## src/hw/fault_report_consts.svh

```systemverilog
// constants for the fault report and masking block
`ifndef FAULT_REPORT_CONSTS_SVH
`define FAULT_REPORT_CONSTS_SVH

// ************************************************
// channel count and timing
// ************************************************
`define FRM_CHANNELS          16
`define FRM_SYS_CLK_MHZ       25
`define FRM_ERR_PULSE_TIME_US 50
// 50 us at 25 MHz divides exactly, so no rounding is needed
`define FRM_ERR_PULSE_CYCLES  (`FRM_ERR_PULSE_TIME_US * `FRM_SYS_CLK_MHZ)
`define FRM_ERR_CNT_W         11

// ************************************************
// reset values
// ************************************************
`define FRM_FLAG_RESET        1'h0
`define FRM_ERR_N_RESET       1'h1

`endif

```

## src/hw/fault_report_pkg.sv

```systemverilog
// types for the fault report and masking block
package fault_report_pkg;

  // one-hot states of the error pin pulse generator
  typedef enum logic [1:0] {
    PULSE_IDLE = 2'h1,
    PULSE_LOW  = 2'h2
  } pulse_state_t;

endpackage

```

## src/hw/err_pulse_gen.sv

```systemverilog
// one-shot low pulse generator for the open-drain error pin
`timescale 1ns/1ps
`include "fault_report_consts.svh"

module err_pulse_gen #(
  parameter int                      CNT_W        = `FRM_ERR_CNT_W,
  parameter logic [CNT_W-1:0]        PULSE_CYCLES = CNT_W'(`FRM_ERR_PULSE_CYCLES)
) (
  // clock and reset
  input  wire logic sys_clk,
  input  wire logic rst,
  // trigger from unmasked fault events
  input  wire logic trigger,
  // open-drain pin, registered
  output logic      err_n_out,
  output logic      err_n_oe
);

  fault_report_pkg::pulse_state_t state;
  fault_report_pkg::pulse_state_t next_state;
  logic [CNT_W-1:0]               cnt;
  logic [CNT_W-1:0]               next_cnt;
  logic                           next_err_n_out;
  logic                           next_err_n_oe;

  // ************************************************
  // pulse sequencing
  // ************************************************
  // a trigger while the pulse runs is dropped: one pulse per burst of events
  always_comb begin
    next_state     = state;
    next_cnt       = cnt;
    next_err_n_out = err_n_out;
    next_err_n_oe  = err_n_oe;
    case (state)
      fault_report_pkg::PULSE_IDLE: begin
        if (trigger) begin
          next_state     = fault_report_pkg::PULSE_LOW;
          next_cnt       = PULSE_CYCLES - CNT_W'(1);
          next_err_n_out = 1'h0;
          next_err_n_oe  = 1'h1;
        end
      end
      fault_report_pkg::PULSE_LOW: begin
        if (cnt == '0) begin
          next_state     = fault_report_pkg::PULSE_IDLE;
          next_err_n_out = 1'h1;
          next_err_n_oe  = 1'h0;
        end else begin
          next_cnt = cnt - CNT_W'(1);
        end
      end
      default: begin
        next_state     = fault_report_pkg::PULSE_IDLE;
        next_cnt       = '0;
        next_err_n_out = 1'h1;
        next_err_n_oe  = 1'h0;
      end
    endcase
  end

  // state registers
  always_ff @(posedge sys_clk or posedge rst) begin
    if (rst) begin
      state     <= fault_report_pkg::PULSE_IDLE;
      cnt       <= '0;
      err_n_out <= `FRM_ERR_N_RESET;
      err_n_oe  <= 1'h0;
    end else begin
      state     <= next_state;
      cnt       <= next_cnt;
      err_n_out <= next_err_n_out;
      err_n_oe  <= next_err_n_oe;
    end
  end

  // ************************************************
  // checks
  // ************************************************
  // helper: length of the current low pulse
  logic [CNT_W-1:0] low_len;
  always_ff @(posedge sys_clk or posedge rst) begin
    if (rst) begin
      low_len <= '0;
    end else begin
      low_len <= err_n_oe ? low_len + CNT_W'(1) : '0;
    end
  end

  property p_pulse_length;
    @(posedge sys_clk) disable iff (rst)
      $fell(err_n_oe) |-> ($past(low_len) == PULSE_CYCLES - CNT_W'(1));
  endproperty
  a_pulse_length: assert property (p_pulse_length) else $error("error pulse length wrong");

  property p_oe_tracks_low;
    @(posedge sys_clk) disable iff (rst)
      err_n_oe == !err_n_out;
  endproperty
  a_oe_tracks_low: assert property (p_oe_tracks_low) else $error("error pin enable mismatch");

endmodule // err_pulse_gen

```

## src/hw/fault_report_masking.sv

```systemverilog
// fault flag latching, masking and error reporting
// How it works
// - Masking never stops detection or flag setting and only hides faults from the summary, global flag and pin.
// - Faults are masked per channel and per fault type, and each mask alone blocks reporting.
// - A channel with diagnostics disabled sets no flag of its own, no summary flag and no pin pulse.
// - A masked low-supply warning sets its flag but leaves the global flag and the pin alone.
// - An unmasked low-supply warning sets its flag and the global flag and pulls the pin low once for 50 us.
// - Flags stay latched until the host writes the clear command, which drops back to 0 on its own.
`timescale 1ns/1ps
`include "fault_report_consts.svh"

module fault_report_masking #(
  parameter int N = `FRM_CHANNELS
) (
  // clock and reset
  input  wire logic         sys_clk,
  input  wire logic         rst,
  // detector outputs, already deglitched on sys_clk
  input  wire logic [N-1:0] open_detect,
  input  wire logic [N-1:0] short_detect,
  input  wire logic [N-1:0] single_led_short_detect,
  input  wire logic         low_supply_detect,
  // configuration
  input  wire logic [N-1:0] channel_diag_enable,
  input  wire logic [N-1:0] channel_report_mask,
  input  wire logic         open_mask,
  input  wire logic         short_mask,
  input  wire logic         single_led_short_mask,
  input  wire logic         low_supply_mask,
  // host clear request, one cycle per write of 1
  input  wire logic         clear_fault_write,
  // flags, all registered
  output logic [N-1:0]      channel_open_flag,
  output logic [N-1:0]      channel_short_flag,
  output logic [N-1:0]      channel_single_led_short_flag,
  output logic              low_supply_flag,
  output logic              out_flag,
  output logic              err_flag,
  output logic              clear_fault_cmd,
  // open-drain error pin
  output logic              err_n_out,
  output logic              err_n_oe
);

  // latched flag update: a new fault wins over a clear in the same cycle
  function automatic logic [N-1:0] latch_next(input logic [N-1:0] cur, input logic [N-1:0] set,
                                              input logic clr);
    latch_next = set | (cur & ~{N{clr}});
  endfunction

  // ************************************************
  // detection and reporting terms
  // ************************************************
  logic [N-1:0] open_seen;
  logic [N-1:0] short_seen;
  logic [N-1:0] sls_seen;
  logic [N-1:0] open_rep;
  logic [N-1:0] short_rep;
  logic [N-1:0] sls_rep;
  logic         low_rep;
  logic         chan_rep_any;
  logic [3*N:0] rep_vec;
  logic [3*N:0] rep_prev;
  logic         new_event;

  // diag enable gates detection itself; masks gate only reporting
  always_comb begin
    open_seen    = open_detect & channel_diag_enable;
    short_seen   = short_detect & channel_diag_enable;
    sls_seen     = single_led_short_detect & channel_diag_enable;
    open_rep     = open_seen & ~channel_report_mask & ~{N{open_mask}};
    short_rep    = short_seen & ~channel_report_mask & ~{N{short_mask}};
    sls_rep      = sls_seen & ~channel_report_mask & ~{N{single_led_short_mask}};
    low_rep      = low_supply_detect & !low_supply_mask;
    chan_rep_any = |{open_rep, short_rep, sls_rep};
    rep_vec      = {open_rep, short_rep, sls_rep, low_rep};
    // only a fresh unmasked condition starts a pulse; a standing fault does not repeat
    new_event    = |(rep_vec & ~rep_prev);
  end

  // ************************************************
  // flag state
  // ************************************************
  logic [N-1:0] next_channel_open_flag;
  logic [N-1:0] next_channel_short_flag;
  logic [N-1:0] next_channel_single_led_short_flag;
  logic         next_low_supply_flag;
  logic         next_out_flag;
  logic         next_err_flag;
  logic         next_clear_fault_cmd;
  logic [3*N:0] next_rep_prev;

  // next flag values; the clear bit self-clears one cycle after the write
  always_comb begin
    next_channel_open_flag             = latch_next(channel_open_flag, open_seen, clear_fault_cmd);
    next_channel_short_flag            = latch_next(channel_short_flag, short_seen, clear_fault_cmd);
    next_channel_single_led_short_flag = latch_next(channel_single_led_short_flag, sls_seen,
                                                    clear_fault_cmd);
    next_low_supply_flag = low_supply_detect | (low_supply_flag & !clear_fault_cmd);
    next_out_flag        = chan_rep_any | (out_flag & !clear_fault_cmd);
    next_err_flag        = chan_rep_any | low_rep | (err_flag & !clear_fault_cmd);
    next_clear_fault_cmd = clear_fault_write;
    next_rep_prev        = rep_vec;
  end

  // flag registers
  always_ff @(posedge sys_clk or posedge rst) begin
    if (rst) begin
      channel_open_flag             <= '0;
      channel_short_flag            <= '0;
      channel_single_led_short_flag <= '0;
      low_supply_flag               <= `FRM_FLAG_RESET;
      out_flag                      <= `FRM_FLAG_RESET;
      err_flag                      <= `FRM_FLAG_RESET;
      clear_fault_cmd               <= 1'h0;
      rep_prev                      <= '0;
    end else begin
      channel_open_flag             <= next_channel_open_flag;
      channel_short_flag            <= next_channel_short_flag;
      channel_single_led_short_flag <= next_channel_single_led_short_flag;
      low_supply_flag               <= next_low_supply_flag;
      out_flag                      <= next_out_flag;
      err_flag                      <= next_err_flag;
      clear_fault_cmd               <= next_clear_fault_cmd;
      rep_prev                      <= next_rep_prev;
    end
  end

  // ************************************************
  // error pin
  // ************************************************
  // pulse generator, triggered only by unmasked events
  err_pulse_gen #(
    .CNT_W        (`FRM_ERR_CNT_W),
    .PULSE_CYCLES (`FRM_ERR_CNT_W'(`FRM_ERR_PULSE_CYCLES))
  ) err_pulse_gen_inst (
    .sys_clk   (sys_clk),
    .rst       (rst),
    .trigger   (new_event),
    .err_n_out (err_n_out),
    .err_n_oe  (err_n_oe)
  );

  // ************************************************
  // checks
  // ************************************************
  property p_masked_flag_kept;
    @(posedge sys_clk) disable iff (rst)
      ((open_detect & channel_diag_enable) != '0) |=>
        (($past(open_detect) & $past(channel_diag_enable) & ~channel_open_flag) == '0);
  endproperty
  a_masked_flag_kept: assert property (p_masked_flag_kept) else $error("open flag not set");

  property p_chan_mask_blocks;
    @(posedge sys_clk) disable iff (rst)
      (!out_flag && (((open_seen | short_seen | sls_seen) & ~channel_report_mask) == '0)) |=> !out_flag;
  endproperty
  a_chan_mask_blocks: assert property (p_chan_mask_blocks) else $error("masked channel reported");

  property p_diag_off_no_flag;
    @(posedge sys_clk) disable iff (rst)
      ((~$past(channel_diag_enable) & ~$past(channel_open_flag) & channel_open_flag) |
       (~$past(channel_diag_enable) & ~$past(channel_short_flag) & channel_short_flag) |
       (~$past(channel_diag_enable) & ~$past(channel_single_led_short_flag) & channel_single_led_short_flag)) == '0;
  endproperty
  a_diag_off_no_flag: assert property (p_diag_off_no_flag) else $error("disabled channel flagged");

  property p_low_masked;
    @(posedge sys_clk) disable iff (rst)
      (low_supply_detect && low_supply_mask && !err_flag && !chan_rep_any) |=> (low_supply_flag && !err_flag);
  endproperty
  a_low_masked: assert property (p_low_masked) else $error("masked low supply misreported");

  property p_low_unmasked;
    @(posedge sys_clk) disable iff (rst)
      (low_supply_detect && !low_supply_mask && !rep_prev[0] && err_n_out) |=> (err_flag && low_supply_flag)
        ##1 !err_n_out;
  endproperty
  a_low_unmasked: assert property (p_low_unmasked) else $error("low supply not reported");

  property p_clear_self_returns;
    @(posedge sys_clk) disable iff (rst)
      (clear_fault_cmd && !clear_fault_write) |=> !clear_fault_cmd;
  endproperty
  a_clear_self_returns: assert property (p_clear_self_returns) else $error("clear bit stuck");

  property p_clear_flags;
    @(posedge sys_clk) disable iff (rst)
      (clear_fault_cmd && !low_supply_detect && !chan_rep_any) |=> (!err_flag && !low_supply_flag);
  endproperty
  a_clear_flags: assert property (p_clear_flags) else $error("flags not cleared");

  property p_pulse_cause;
    @(posedge sys_clk) disable iff (rst)
      $fell(err_n_out) |-> $past(new_event);
  endproperty
  a_pulse_cause: assert property (p_pulse_cause) else $error("pulse without unmasked event");

  // a type mask alone must keep the summary low, whatever the channel mask says
  property p_type_mask_blocks;
    @(posedge sys_clk) disable iff (rst)
      (!out_flag && (((open_seen & ~{N{open_mask}}) | (short_seen & ~{N{short_mask}}) |
                      (sls_seen & ~{N{single_led_short_mask}})) == '0)) |=> !out_flag;
  endproperty
  a_type_mask_blocks: assert property (p_type_mask_blocks) else $error("type masked fault reported");

  property p_summary_set;
    @(posedge sys_clk) disable iff (rst)
      chan_rep_any |=> (out_flag && err_flag);
  endproperty
  a_summary_set: assert property (p_summary_set) else $error("reported fault missing in summary");

  property p_low_flag_set;
    @(posedge sys_clk) disable iff (rst)
      low_supply_detect |=> low_supply_flag;
  endproperty
  a_low_flag_set: assert property (p_low_flag_set) else $error("low supply flag not set");

  property p_global_low;
    @(posedge sys_clk) disable iff (rst)
      low_rep |=> err_flag;
  endproperty
  a_global_low: assert property (p_global_low) else $error("unmasked low supply not global");

  // the clear bit shows for exactly the cycle after the host write
  property p_clear_follows;
    @(posedge sys_clk) disable iff (rst)
      clear_fault_write |=> clear_fault_cmd;
  endproperty
  a_clear_follows: assert property (p_clear_follows) else $error("clear bit not raised");

endmodule // fault_report_masking

```

## config.mk

```make
export PLATFORM = sky130hd
export DESIGN_NAME = fault_report_masking
export DESIGN_NICKNAME = d
export VERILOG_FILES = /design/src/hw/fault_report_pkg.sv /design/src/hw/err_pulse_gen.sv /design/src/hw/fault_report_masking.sv
export VERILOG_INCLUDE_DIRS = /design/src /design/src/hw
export SDC_FILE = /design/constraint.sdc
export NUM_CORES = 1
export LEC_CHECK = 0
export BUFFER_PORTS_ARGS = -buffer_cell sky130_fd_sc_hd__buf_2
export CELL_PAD_IN_SITES_DETAIL_PLACEMENT = 1
export CELL_PAD_IN_SITES_GLOBAL_PLACEMENT = 1
export CORE_MARGIN = 2
export CORE_UTILIZATION = 41
export DETAILED_ROUTE_END_ITERATION = 12
export PLACE_DENSITY_LB_ADDON = 0.1
export REMOVE_ABC_BUFFERS = 1
export SLEW_MARGIN = 20
export SYNTH_ARGS = -nofsm -noshare
export SYNTH_HDL_FRONTEND = slang
export SYNTH_SLANG_ARGS = --single-unit
```

## constraint.sdc

```tcl
create_clock -name sys_clk -period 3.5 [get_ports sys_clk]
set_input_delay 0.175 -clock sys_clk [delete_from_list [all_inputs] [get_ports sys_clk]]
set_output_delay 0.175 -clock sys_clk [all_outputs]
set_load 0.1 [all_outputs]
```

==> results of run 1 <==
-- worst reg2reg max path: cells and delay by family (launching register included) --
family / cells / cell delay (ns)
flops: 1 / 0.45
mux: 1 / 0.37
simple gates: 3 / 1.31
compound gates: 1 / 0.21
-- Yosys cell counts (2+ instances only) --
cell	number	area share
mux2_1	3	0.0067
nor3_1	12	0.012
o41ai_1	2	0.0035
nor4_1	22	0.027
nand4_1	5	0.0062
nor2_1	6	0.0045
buf_2	2	0.0020
and4bb_2	3	0.0075
o21ai_0	21	0.021
inv_1	64	0.048
ha_1	4	0.010
nand2_1	19	0.014
nand2b_1	3	0.0037
and4bb_1	20	0.050
a22o_1	56	0.098
and4bb_4	5	0.016
clkbuf_1	5	0.0037
nor4bb_1	9	0.018
dfrtp_1	113	0.56
o21ai_2	2	0.0035
nand3_1	4	0.0040
a32o_1	6	0.012
o211ai_1	6	0.0090
buf_4	3	0.0045
buf_6	3	0.0067
nor2b_1	2	0.0025
-- cells by family (layout without fill, tap and decap cells) --
| logic type | count (synthesis) | after routing | share of synthesized area |
|---|---|---|---|
| and+or+nand+nor | 115 | 115 | 0.178 |
| DFF | 114 | 114 | 0.570 |
| AOI/OAI and AO/OA | 105 | 105 | 0.168 |
| buffers and inverters | 78 | 257 | 0.0657 |
| adders and majority gates | 4 | 4 | 0.00999 |
| muxes | 4 | 4 | 0.00874 |
-- layout make-up --
cell class,instances,area [sq um]
Tap cell,147,184
Fill cell,1310,5360
Inverter,64,243
Timing Repair Buffer,161,896
Multi-Input combinational cell,228,1830
Sequential cell,114,2850
Clock buffer,24,492
Clock inverter,8,101
-- state kept, by name, summed over array words and instances (netlist names) --
signal,count
rep_prev,49
out_flag,1
err_pulse_gen_inst.cnt,11
err_pulse_gen_inst.state,2
channel_short_flag,16
err_flag,1
channel_open_flag,16
clear_fault_cmd,1
low_supply_flag,1
channel_single_led_short_flag,16
-- per-stage QoR --
step                      cells  setup slack [ns]  utilization
final                       746             0.790        0.552
after global routing        746             0.640        0.552
after CTS                   746             0.812        0.552
after detailed placement    698             0.749        0.489
after global placement      698             0.780        0.489
after floorplan             406             0.311            -
-- power by group through the flow --
stage / logic (mW) / registers, mW / clock network [mW]
4_1_cts: 1.30 / 1.54 / 1.74
6_report: 1.29 / 1.55 / 1.71
5_1_grt: 1.38 / 1.56 / 1.80
2_1_floorplan: 0.500 / 2.01 / 0
3_3_place_gp: 1.26 / 1.56 / 0
3_5_place_dp: 1.28 / 1.56 / 0
-- worst paths after layout --
| kind | from | end | slack, ns | cells after the start |
|---|---|---|---|---|
| hold reg to reg | low_supply_flag$_DFF_PP0_ | low_supply_flag$_DFF_PP0_ | 0.47 | 1 |
| setup reg to reg | err_pulse_gen_inst.cnt[4]$_DFFE_PP0P_ | err_pulse_gen_inst.cnt[1]$_DFFE_PP0P_ | 1.03 | 5 |
| hold / removal | short_detect[2] | channel_short_flag[2]$_DFF_PP0_ | 0.01 | 3 |
| max in group asynchronous | rst | err_pulse_gen_inst.cnt[1]$_DFFE_PP0P_ | 2.11 | 4 |
| setup / recovery | channel_report_mask[3] | err_pulse_gen_inst.cnt[7]$_DFFE_PP0P_ | 0.79 | 8 |
| min in group asynchronous | rst | channel_single_led_short_flag[15]$_DFF_PP0_ | 0.47 | 3 |
-- layout by cell type (no fill, tap or decap), drive strengths merged, types with 2 or more instances in the layout --
cell and n:
inv 64, dfrtp 113, clkinv 3, nand2b 3, nand4 6, clkbuf 24, nand2 19, nand3 4
nor3 12, a2111oi 3, and4bb 28, nor4 24, ha 4, nor2 6, o41ai 2, nor2b 2
o211ai 6, buf 145, a22o 56, mux2 3, nor4bb 9, clkinvlp 3, bufinv 2, dlygate4sd3 16
a32o 6, o21ai 24
-- per-layer routing --
| layer | track usage | wire length [um] | share of wire | vias to the layer above |
|---|---|---|---|---|
| met4 | 0.0919 | 286 | 0.019 | 0 |
| met2 | 0.422 | 7660 | 0.50 | 121 |
| met5 | 0 | 0 | 0 | - |
| met3 | 0.0508 | 698 | 0.045 | 25 |
| met1 | 0.323 | 6750 | 0.44 | 2119 |
| li1 | - | - | - | 1915 |
==> impl_metrics.toml, run 1 <==
[hold_path]
hold_class = "in -> reg"

[floorplanning]
die_area_sq_mm = 0.0131
die_h_um = 115
std_cell_rows = 40
die_w_um = 115
pin_count = 142
start_util = 0.419
core-area_sq_mm = 0.0120

[global_routing]
grt_pass1_wl_um = 24800
grt_use_total = 0.251
grt_max_degree = 67
grt_pass1_vias = 4587
overflow = 0
antenna_found_initial = 0

[job]
cap_violations = 0

[setup_path]
cp_slowest_cell = "nand4_1"
critPathRequiredTime_ns = 3.79
slowest_delay_ns = 0.55
cp_max_fo = 12
path_cells = "dlygate4sd3_1 -> buf_2 -> and4bb_1 -> a22o_1 -> nor4_1 -> nand4_1 -> or2_1 -> a32o_1"
cp.arrival_ns = 3.00
crit_path_start_kind = "primary input"
cp_top_family = "simple AND/OR/NAND/NOR gates"
crit_type = "in -> reg"
setup.worst_path.end_class = "register"
path_buf_inv = 2

[sta]
setup_viol_count_final = 0
finalCriticalPeriod_ns = 2.71
finalHoldViolations = 0
skew_ns = 0.0132
max_freq_mhz = 369
fin_crit_sh = 0.774
setup_tns_ns = 0
hold_slack_ns = 0.0137
worst_slew_pin_slew_ns = 0.867
final_max_slew_viol_count = 0
slew_headroom = 0.407
rsz0062_at_grt = "false"

[synthesis]
yosys_most_used_dff = "dfrtp_1"
async_reset_ff_frac = 1.00
syn_avg_cell_area_sq_um = 11.9
synth-warning-count = 0
ys_seq_area_frac = 0.570
synth_edf_count = 0
syn_inst = 420
synth_seq_cells = 114
synth_cell_type_count = 46
syn-cell-area_sq_mm = 0.00501

[clock_network]
clk_latency_ns = 0.42
post_cts_buffers = 0
cts_root_buf = "clkbuf_16"
cts_sinks = 114
cts_resized = 0
path_clk_slew_ns = 0.05
cts_buffers = 17
h-tree-depth = 4
cts_tree = "done"
clockBufferDepth = 2
ctsHoldBuffers = 16

[detailed_routing]
routed_via_density = 5.60
drt_iter0_markers = 176
wl_per_cell_um = 20.6
drc = 0
firstDrtPassIters = 5
vias = 4180
drtAntennaViolNets = 0
routed_wl_um = 15400

[placed_design]
gp_congestion = 0.824
io_buffers = 141
place_hpwl_um = 11400
placed_area_sq_mm = 0.00584

[cells_and_area]
area_growth_pct = 31.7
drive_gt1_frac = 0.317
fin_area_sq_mm = 0.00660
antenna_cells = 0
finalNetCount = 678

[power]
sw_frac_of_total = 0.357
vdd_drop_max_mv = 0.329
clkPwrFrac = 0.376
pwr_density_cell_mw_per_mm2 = 689
internal-power_mw = 2.92
pwr-share-comb = 0.285
p_sw_mw = 1.62
p_leak_nw = 3.21
pwr-share-seq = 0.340
finalPower_mw = 4.55

[run_status]
status = "finished, final reports clean"
Note: power is estimated with default switching activity, not from simulation.
==> run 2, diff against run 1 <==
--- a/config.mk
+++ b/config.mk
@@ -6,11 +6,12 @@
 export SDC_FILE = /design/constraint.sdc
 export NUM_CORES = 1
 export LEC_CHECK = 0
+export ABC_AREA = 1
 export BUFFER_PORTS_ARGS = -buffer_cell sky130_fd_sc_hd__buf_2
 export CELL_PAD_IN_SITES_DETAIL_PLACEMENT = 1
 export CELL_PAD_IN_SITES_GLOBAL_PLACEMENT = 1
 export CORE_MARGIN = 2
-export CORE_UTILIZATION = 41
+export CORE_UTILIZATION = 34
 export DETAILED_ROUTE_END_ITERATION = 12
 export PLACE_DENSITY_LB_ADDON = 0.1
 export REMOVE_ABC_BUFFERS = 1
==> constraint.sdc (replaced) <==
create_clock -name sys_clk -period 2.3 [get_ports sys_clk]
set_input_delay 0.115 -clock sys_clk [delete_from_list [all_inputs] [get_ports sys_clk]]
set_output_delay 0.115 -clock sys_clk [all_outputs]
set_load 0.1 [all_outputs]
==> run 2 against run 1 <==
Compared with the run above: non-clock buffer count rose by 89; combinational power grew 70%; first-iteration DRC count grew 51%; synthesized cell count is 67% higher.
==> impl_metrics.toml, run 2 <==
[clock_network]
clk_latency_ns = 0.41
cts_root_buf = "clkbuf_16"
cts_resized = 0
h-tree-depth = 4
path_clk_slew_ns = 0.05
post_cts_buffers = 0
clockBufferDepth = 2
cts_buffers = 17
cts_tree = "done"
cts_sinks = 114

[cells_and_area]
drive_gt1_frac = 0.205
largest_reg_flops = 49
fin_cells = 1182
area_growth_pct = 47.2
top_register = "rep_prev"
finalNetCount = 1048
final_common_cell = "nand2_1"
mostFrequentLayoutCells = "248 x nand2_1, 141 x buf_2, 115 x inv_1"
antenna_cells = 0

[detailed_routing]
drtAntennaViolNets = 0
drt_iter0_markers = 265
wl_per_cell_um = 15.3
routed_wl_um = 18100
routed_via_density = 4.58
drc = 0
vias = 5419
firstDrtPassIters = 4

[power]
pwr-share-comb = 0.305
p_leak_nw = 4.57
p_sw_mw = 2.62
clkPwrFrac = 0.368
sw_frac_of_total = 0.366
internal-power_mw = 4.55
pwr-share-seq = 0.326
pwr_density_cell_mw_per_mm2 = 898
vdd_drop_max_mv = 0.566

[job]
cap_violations = 0

[setup_path]
crit_type = "reg -> reg"
cp.arrival_ns = 2.26
setup.worst_path.end_class = "register"
crit_path_start_kind = "register"
critPathRequiredTime_ns = 2.60
cp_max_fo = 24

[floorplanning]
start_util = 0.344
std_cell_rows = 46
pin_count = 142
die_area_sq_mm = 0.0170
die_w_um = 130
core-area_sq_mm = 0.0158
die_h_um = 130

[sta]
setup_tns_ns = 0
rsz0062_at_grt = "false"
skew_ns = 0.00863
finalHoldViolations = 0
slew_headroom = 0.444
hold_slack_ns = 0.0234
setup_viol_count_final = 0
final_max_slew_viol_count = 0
setup_slack_ns = 0.338
fin_crit_sh = 0.853
finalCriticalPeriod_ns = 1.96
worst_slew_pin_slew_ns = 0.828
max_freq_mhz = 510

[synthesis]
ys_top_cells_by_count = "248 x nand2_1, 116 x inv_1, 113 x dfrtp_1, 62 x nor2_1, 42 x nand3_1"
synth_seq_cells = 114
synth_top_area_share = 0.521
yosys_most_used_dff = "dfrtp_1"
syn_inst = 701
synth_cell_type_count = 29
synth_top_area_cell = "dfrtp_1"
async_reset_ff_frac = 1.00
yosysMostFrequentCell = "nand2_1"
synth.area.top_cells = "dfrtp_1 52%, nand2_1 17%, inv_1 8.0%"
syn-cell-area_sq_mm = 0.00543
ys_seq_area_frac = 0.526
syn_avg_cell_area_sq_um = 7.75
synth_edf_count = 0
synth-warning-count = 0

[hold_path]
hold_class = "in -> reg"

[global_routing]
grt_use_met1 = 0.266
grt_pass1_wl_um = 29800
antenna_found_initial = 0
use_met2 = 0.423
grt_max_degree = 62
grt_use_total = 0.227
grt_pass1_vias = 6128
gr-max-usage-layer = "met2"
met3_usage = 0.0419
overflow = 0

[placed_design]
io_buffers = 141
place_hpwl_um = 12300
dp_cells = 1049
dp_slack_ns = 0.209
gp_congestion = 0.809

[run_status]
status = "finished, final reports clean"
==> run 2: changes by cell type in the layout (fill, tap and decap cells not counted), moves of 9 or more <==
cell / previous run / this run
nand3b_1: 0 / 18
inv_1: 63 / 115
nor2_1: 6 / 62
a22o_1: 56 / 1
o21ai_0: 21 / 5
nor4bb_1: 9 / 0
and4bb_1: 20 / 0
nor3_1: 12 / 33
nand2_1: 19 / 248
dlygate4sd3_1: 16 / 104
nor4_1: 22 / 1
nand3_1: 4 / 42
==> run 2: area by class of cell <==
| type | count | area (sq um) |
|---|---|---|
| repair buffers | 250 | 1810 |
| well taps | 216 | 270 |
| fillers | 1990 | 7780 |
| flip-flops and latches | 114 | 2850 |
| clock inverters | 5 | 75.1 |
| clock buffers | 24 | 512 |
| inverters | 119 | 449 |
| multi-input cells | 454 | 2020 |
==> run 2: per-layer routing <==
layer  up-vias  wire length [um]  share of wire
met2       112              9590           0.53
met1      2632              7700           0.43
li1       2656                 -              -
met4         0               235          0.013
met3        19               555          0.031
met5         -                 0              0
==> run 2: worst paths after layout <==
check,start,endpoint,slack [ns],cells past startpoint
max,clear_fault_cmd$_DFF_PP0_,channel_open_flag[7]$_DFF_PP0_,0.34,4
min,channel_diag_enable[7],channel_single_led_short_flag[7]$_DFF_PP0_,0.02,3
max reg2reg,clear_fault_cmd$_DFF_PP0_,channel_open_flag[7]$_DFF_PP0_,0.34,4
min reg2reg,channel_open_flag[13]$_DFF_PP0_,channel_open_flag[13]$_DFF_PP0_,0.46,2
max in group asynchronous,rst,err_pulse_gen_inst.state[0]$_DFFE_PP1P_,1.29,4
min in group asynchronous,rst,channel_short_flag[12]$_DFF_PP0_,0.25,3
==> run 2: logic make-up (layout without fill, tap and decap cells) <==
group                      after synthesis  in the layout  synth area share
buffers and inverters                  133            398             0.102
and+or+nand+nor                        434            434             0.346
adders and majority gates                4              4           0.00922
DFF                                    114            114             0.526
xor gates and xnor gates                 1              1           0.00161
AOI/OAI and AO/OA                       15             15            0.0159
==> run 2: critical path: stages (launching register included) <==
cell	delay (ns)
dfrtp_1	0.34
clkinv_1	0.64
nand2_1	0.23
nand2_1	0.07
dlygate4sd3_1	0.56
==> run 2: stage by stage <==
| stage | area, sq um | utilization | total power [mW] |
|---|---|---|---|
| CTS | 7990 | 0.507 | 7.23 |
| finish | 7990 | 0.507 | 7.18 |
| floorplan | 5330 | - | 3.88 |
| detailed placement | 6370 | 0.404 | 4.41 |
| global route | 7990 | 0.507 | 7.54 |
| global placement | 6370 | 0.404 | 4.35 |
==> run 2: repair_timing <==
| item | in CTS | in global routing |
|---|---|---|
| setup endpoints to repair | 0 | 0 |
| endpoints found under the hold margin | 99 | 0 |
| hold buffers | 104 | 0 |
==> run 2: power by group through the flow <==
stage / clock, mW / combinational [mW] / sequential, mW
floorplan: 0 / 0.826 / 3.06
global placement: 0 / 1.99 / 2.36
detailed placement: 0 / 2.04 / 2.37
CTS: 2.69 / 2.20 / 2.34
global route: 2.78 / 2.39 / 2.36
finish: 2.64 / 2.19 / 2.34
==> run 3, diff against run 2 <==
==> constraint.sdc (replaced) <==
create_clock -name sys_clk -period 2.3 [get_ports sys_clk]
set_input_delay 0.23 -clock sys_clk [delete_from_list [all_inputs] [get_ports sys_clk]]
set_output_delay 0.23 -clock sys_clk [all_outputs]
set_load 0.1 [all_outputs]
==> run 3 against run 2 <==
Compared with the run above: via count is 8.1% lower; wire length is 12% lower; maximum frequency is 5.7% higher; worst hold slack worse by 0.0051 ns; die area stayed put; final area is 13% lower; setup slack better by 0.11 ns; first-iteration DRC count is 31% lower; sequential power hardly changed; critical path type unchanged; largest cell class unchanged.
==> impl_metrics.toml, run 3 (synthesized netlist as in run 2, its figures left out) <==
[sta]
slew_headroom = 0.467
setup_slack_ns = 0.444
rsz0062_at_grt = "false"
max_freq_mhz = 539
finalCriticalPeriod_ns = 1.86
skew_ns = 0.00594
final_max_slew_viol_count = 0
finalHoldViolations = 0
worst_slew_pin_slew_ns = 0.794
setup_viol_count_final = 0
fin_crit_sh = 0.807

[global_routing]
grt_pass1_wl_um = 25900
grt_pass1_vias = 5265
grt_use_total = 0.201
overflow = 0
antenna_found_initial = 0
grt_max_degree = 62

[cells_and_area]
top_register = "rep_prev"
antenna_cells = 0
mostFrequentLayoutCells = "248 x nand2_1, 141 x buf_2, 115 x inv_1"
finalNetCount = 947
final_common_cell = "nand2_1"
fin_area_sq_mm = 0.00695
area_growth_pct = 28.0
fin_cells = 1084
drive_gt1_frac = 0.229
fillers = 2025
largest_reg_flops = 49

[floorplanning]
std_cell_rows = 46
start_util = 0.344
die_w_um = 130
die_h_um = 130
pin_count = 142
die_area_sq_mm = 0.0170
core-area_sq_mm = 0.0158

[setup_path]
crit_top_cell = "inv_1"
rr_worst_depth = 7
path_cells = "inv_1 -> ha_1 -> nor2_1 -> inv_1 -> o21ai_0 -> nand3_1 -> nand2_1"
cp_slowest_cell = "dfstp_2"
crit_type = "reg -> reg"
timing.rr.end = "err_pulse_gen_inst.cnt[0]$_DFFE_PP0P_"
timing.rr.start = "err_pulse_gen_inst.state[0]$_DFFE_PP1P_"
r2r_slack_ns = 0.44
slowest_delay_ns = 0.56
crit_path_start_kind = "register"
cp.arrival_ns = 2.22
critPathRequiredTime_ns = 2.66
setup.worst_path.end_class = "register"
cp_max_fo = 6

[hold_path]
hold_end = "rep_prev[1]$_DFF_PP0_"
min_path_cells = 2
min_from = "channel_report_mask[0]"
hold_class = "in -> reg"

[detailed_routing]
routed_wl_um = 16000
vias = 4979
drtAntennaViolNets = 0
routed_via_density = 4.59
wl_per_cell_um = 14.7
drt_iter0_markers = 184
drc = 0
firstDrtPassIters = 4

[clock_network]
cts_sinks = 114
post_cts_buffers = 0
cts_tree = "done"
clockBufferDepth = 2
h-tree-depth = 4
cts_resized = 0
cts_root_buf = "clkbuf_16"
cts_buffers = 17
path_clk_slew_ns = 0.05
clk_latency_ns = 0.42

[placed_design]
place_hpwl_um = 12200
placed_area_sq_mm = 0.00637
io_buffers = 141
dp_cells = 1050
gp_congestion = 0.796
dp_slack_ns = 0.231

[power]
pwr_density_cell_mw_per_mm2 = 985
finalPower_mw = 6.85
p_leak_nw = 4.17
vdd_drop_max_mv = 0.480

[run_status]
status = "finished, final reports clean"

[job]
cap_violations = 0
-- run 3: cell types whose count changed in the layout (fill, tap and decap cells not counted) --
cell / change
dlygate4sd3_1: -102
clkbuf_1: +3
bufinv_16: -2
buf_4: +1
clkbuf_8: +1
clkinv_2: +1
-- run 3: worst max-delay path, delay by kind of cell, from the launching register on --
family	cells	cell delay, ns
adders and majority gates	1	0.33
AOI/OAI and AO/OA	1	0.18
buffers and inverters	2	0.21
DFF	1	0.56
and+or+nand+nor	3	0.52
-- run 3: metal layers --
metal / vias up / part of all wire / wire [um] / GRT usage
met5: - / 0 / 0 / 0
met4: 0 / 0.018 / 281 / 0.0776
met3: 19 / 0.036 / 573 / 0.0419
met2: 90 / 0.50 / 8040 / 0.348
met1: 2423 / 0.44 / 7080 / 0.247
li1: 2447 / - / - / -
-- run 3: final cells by class --
cell class	instances	area [sq um]	share of cell area
inverters	119	449	0.0646
well taps	216	270	0.0389
clock buffers	28	537	0.0772
multi-input cells	454	2020	0.291
flip-flops and latches	114	2850	0.411
repair buffers	149	796	0.114
clock inverters	4	20.0	0.00288
-- run 3: repair_timing --
| item | CTS | global route |
|---|---|---|
| endpoints found under the hold margin | 32 | 0 |
| endpoints found under the setup margin | 0 | 0 |
| hold buffers | 2 | 0 |
-- run 3: through the flow --
step | util | hold slack (ns) | TNS, ns
6_report | 0.441 | 0.0183 | 0
5_1_grt | 0.441 | 0.0317 | 0
4_1_cts | 0.441 | 0.00737 | 0
3_5_place_dp | 0.404 | 0.288 | 0
3_3_place_gp | 0.404 | 0.282 | 0
2_1_floorplan | - | 0.261 | -108.89
-- run 3: report_power, final --
group | switching [mW] | total (mW) | internal (mW) | leakage (nW)
logic | 1.53 | 2.03 | 0.494 | 2.43
registers | 0.136 | 2.34 | 2.20 | 1.47
clock network | 0.911 | 2.48 | 1.57 | 0.280
total | 2.58 | 6.85 | 4.27 | 4.17
-- run 3: worst max path at each step --
stage                                            start                                      to  slack, ns
5_1_grt        err_pulse_gen_inst.state[0]$_DFFE_PP1P_   err_pulse_gen_inst.cnt[3]$_DFFE_PP0P_       0.24
2_1_floorplan                                      rst          channel_open_flag[0]$_DFF_PP0_      -0.94
3_3_place_gp                                 open_mask  err_pulse_gen_inst.cnt[10]$_DFFE_PP0P_       0.26
3_5_place_dp                                 open_mask   err_pulse_gen_inst.cnt[3]$_DFFE_PP0P_       0.23
6_report       err_pulse_gen_inst.state[0]$_DFFE_PP1P_   err_pulse_gen_inst.cnt[0]$_DFFE_PP0P_       0.44
4_1_cts        err_pulse_gen_inst.state[0]$_DFFE_PP1P_   err_pulse_gen_inst.cnt[0]$_DFFE_PP0P_       0.41
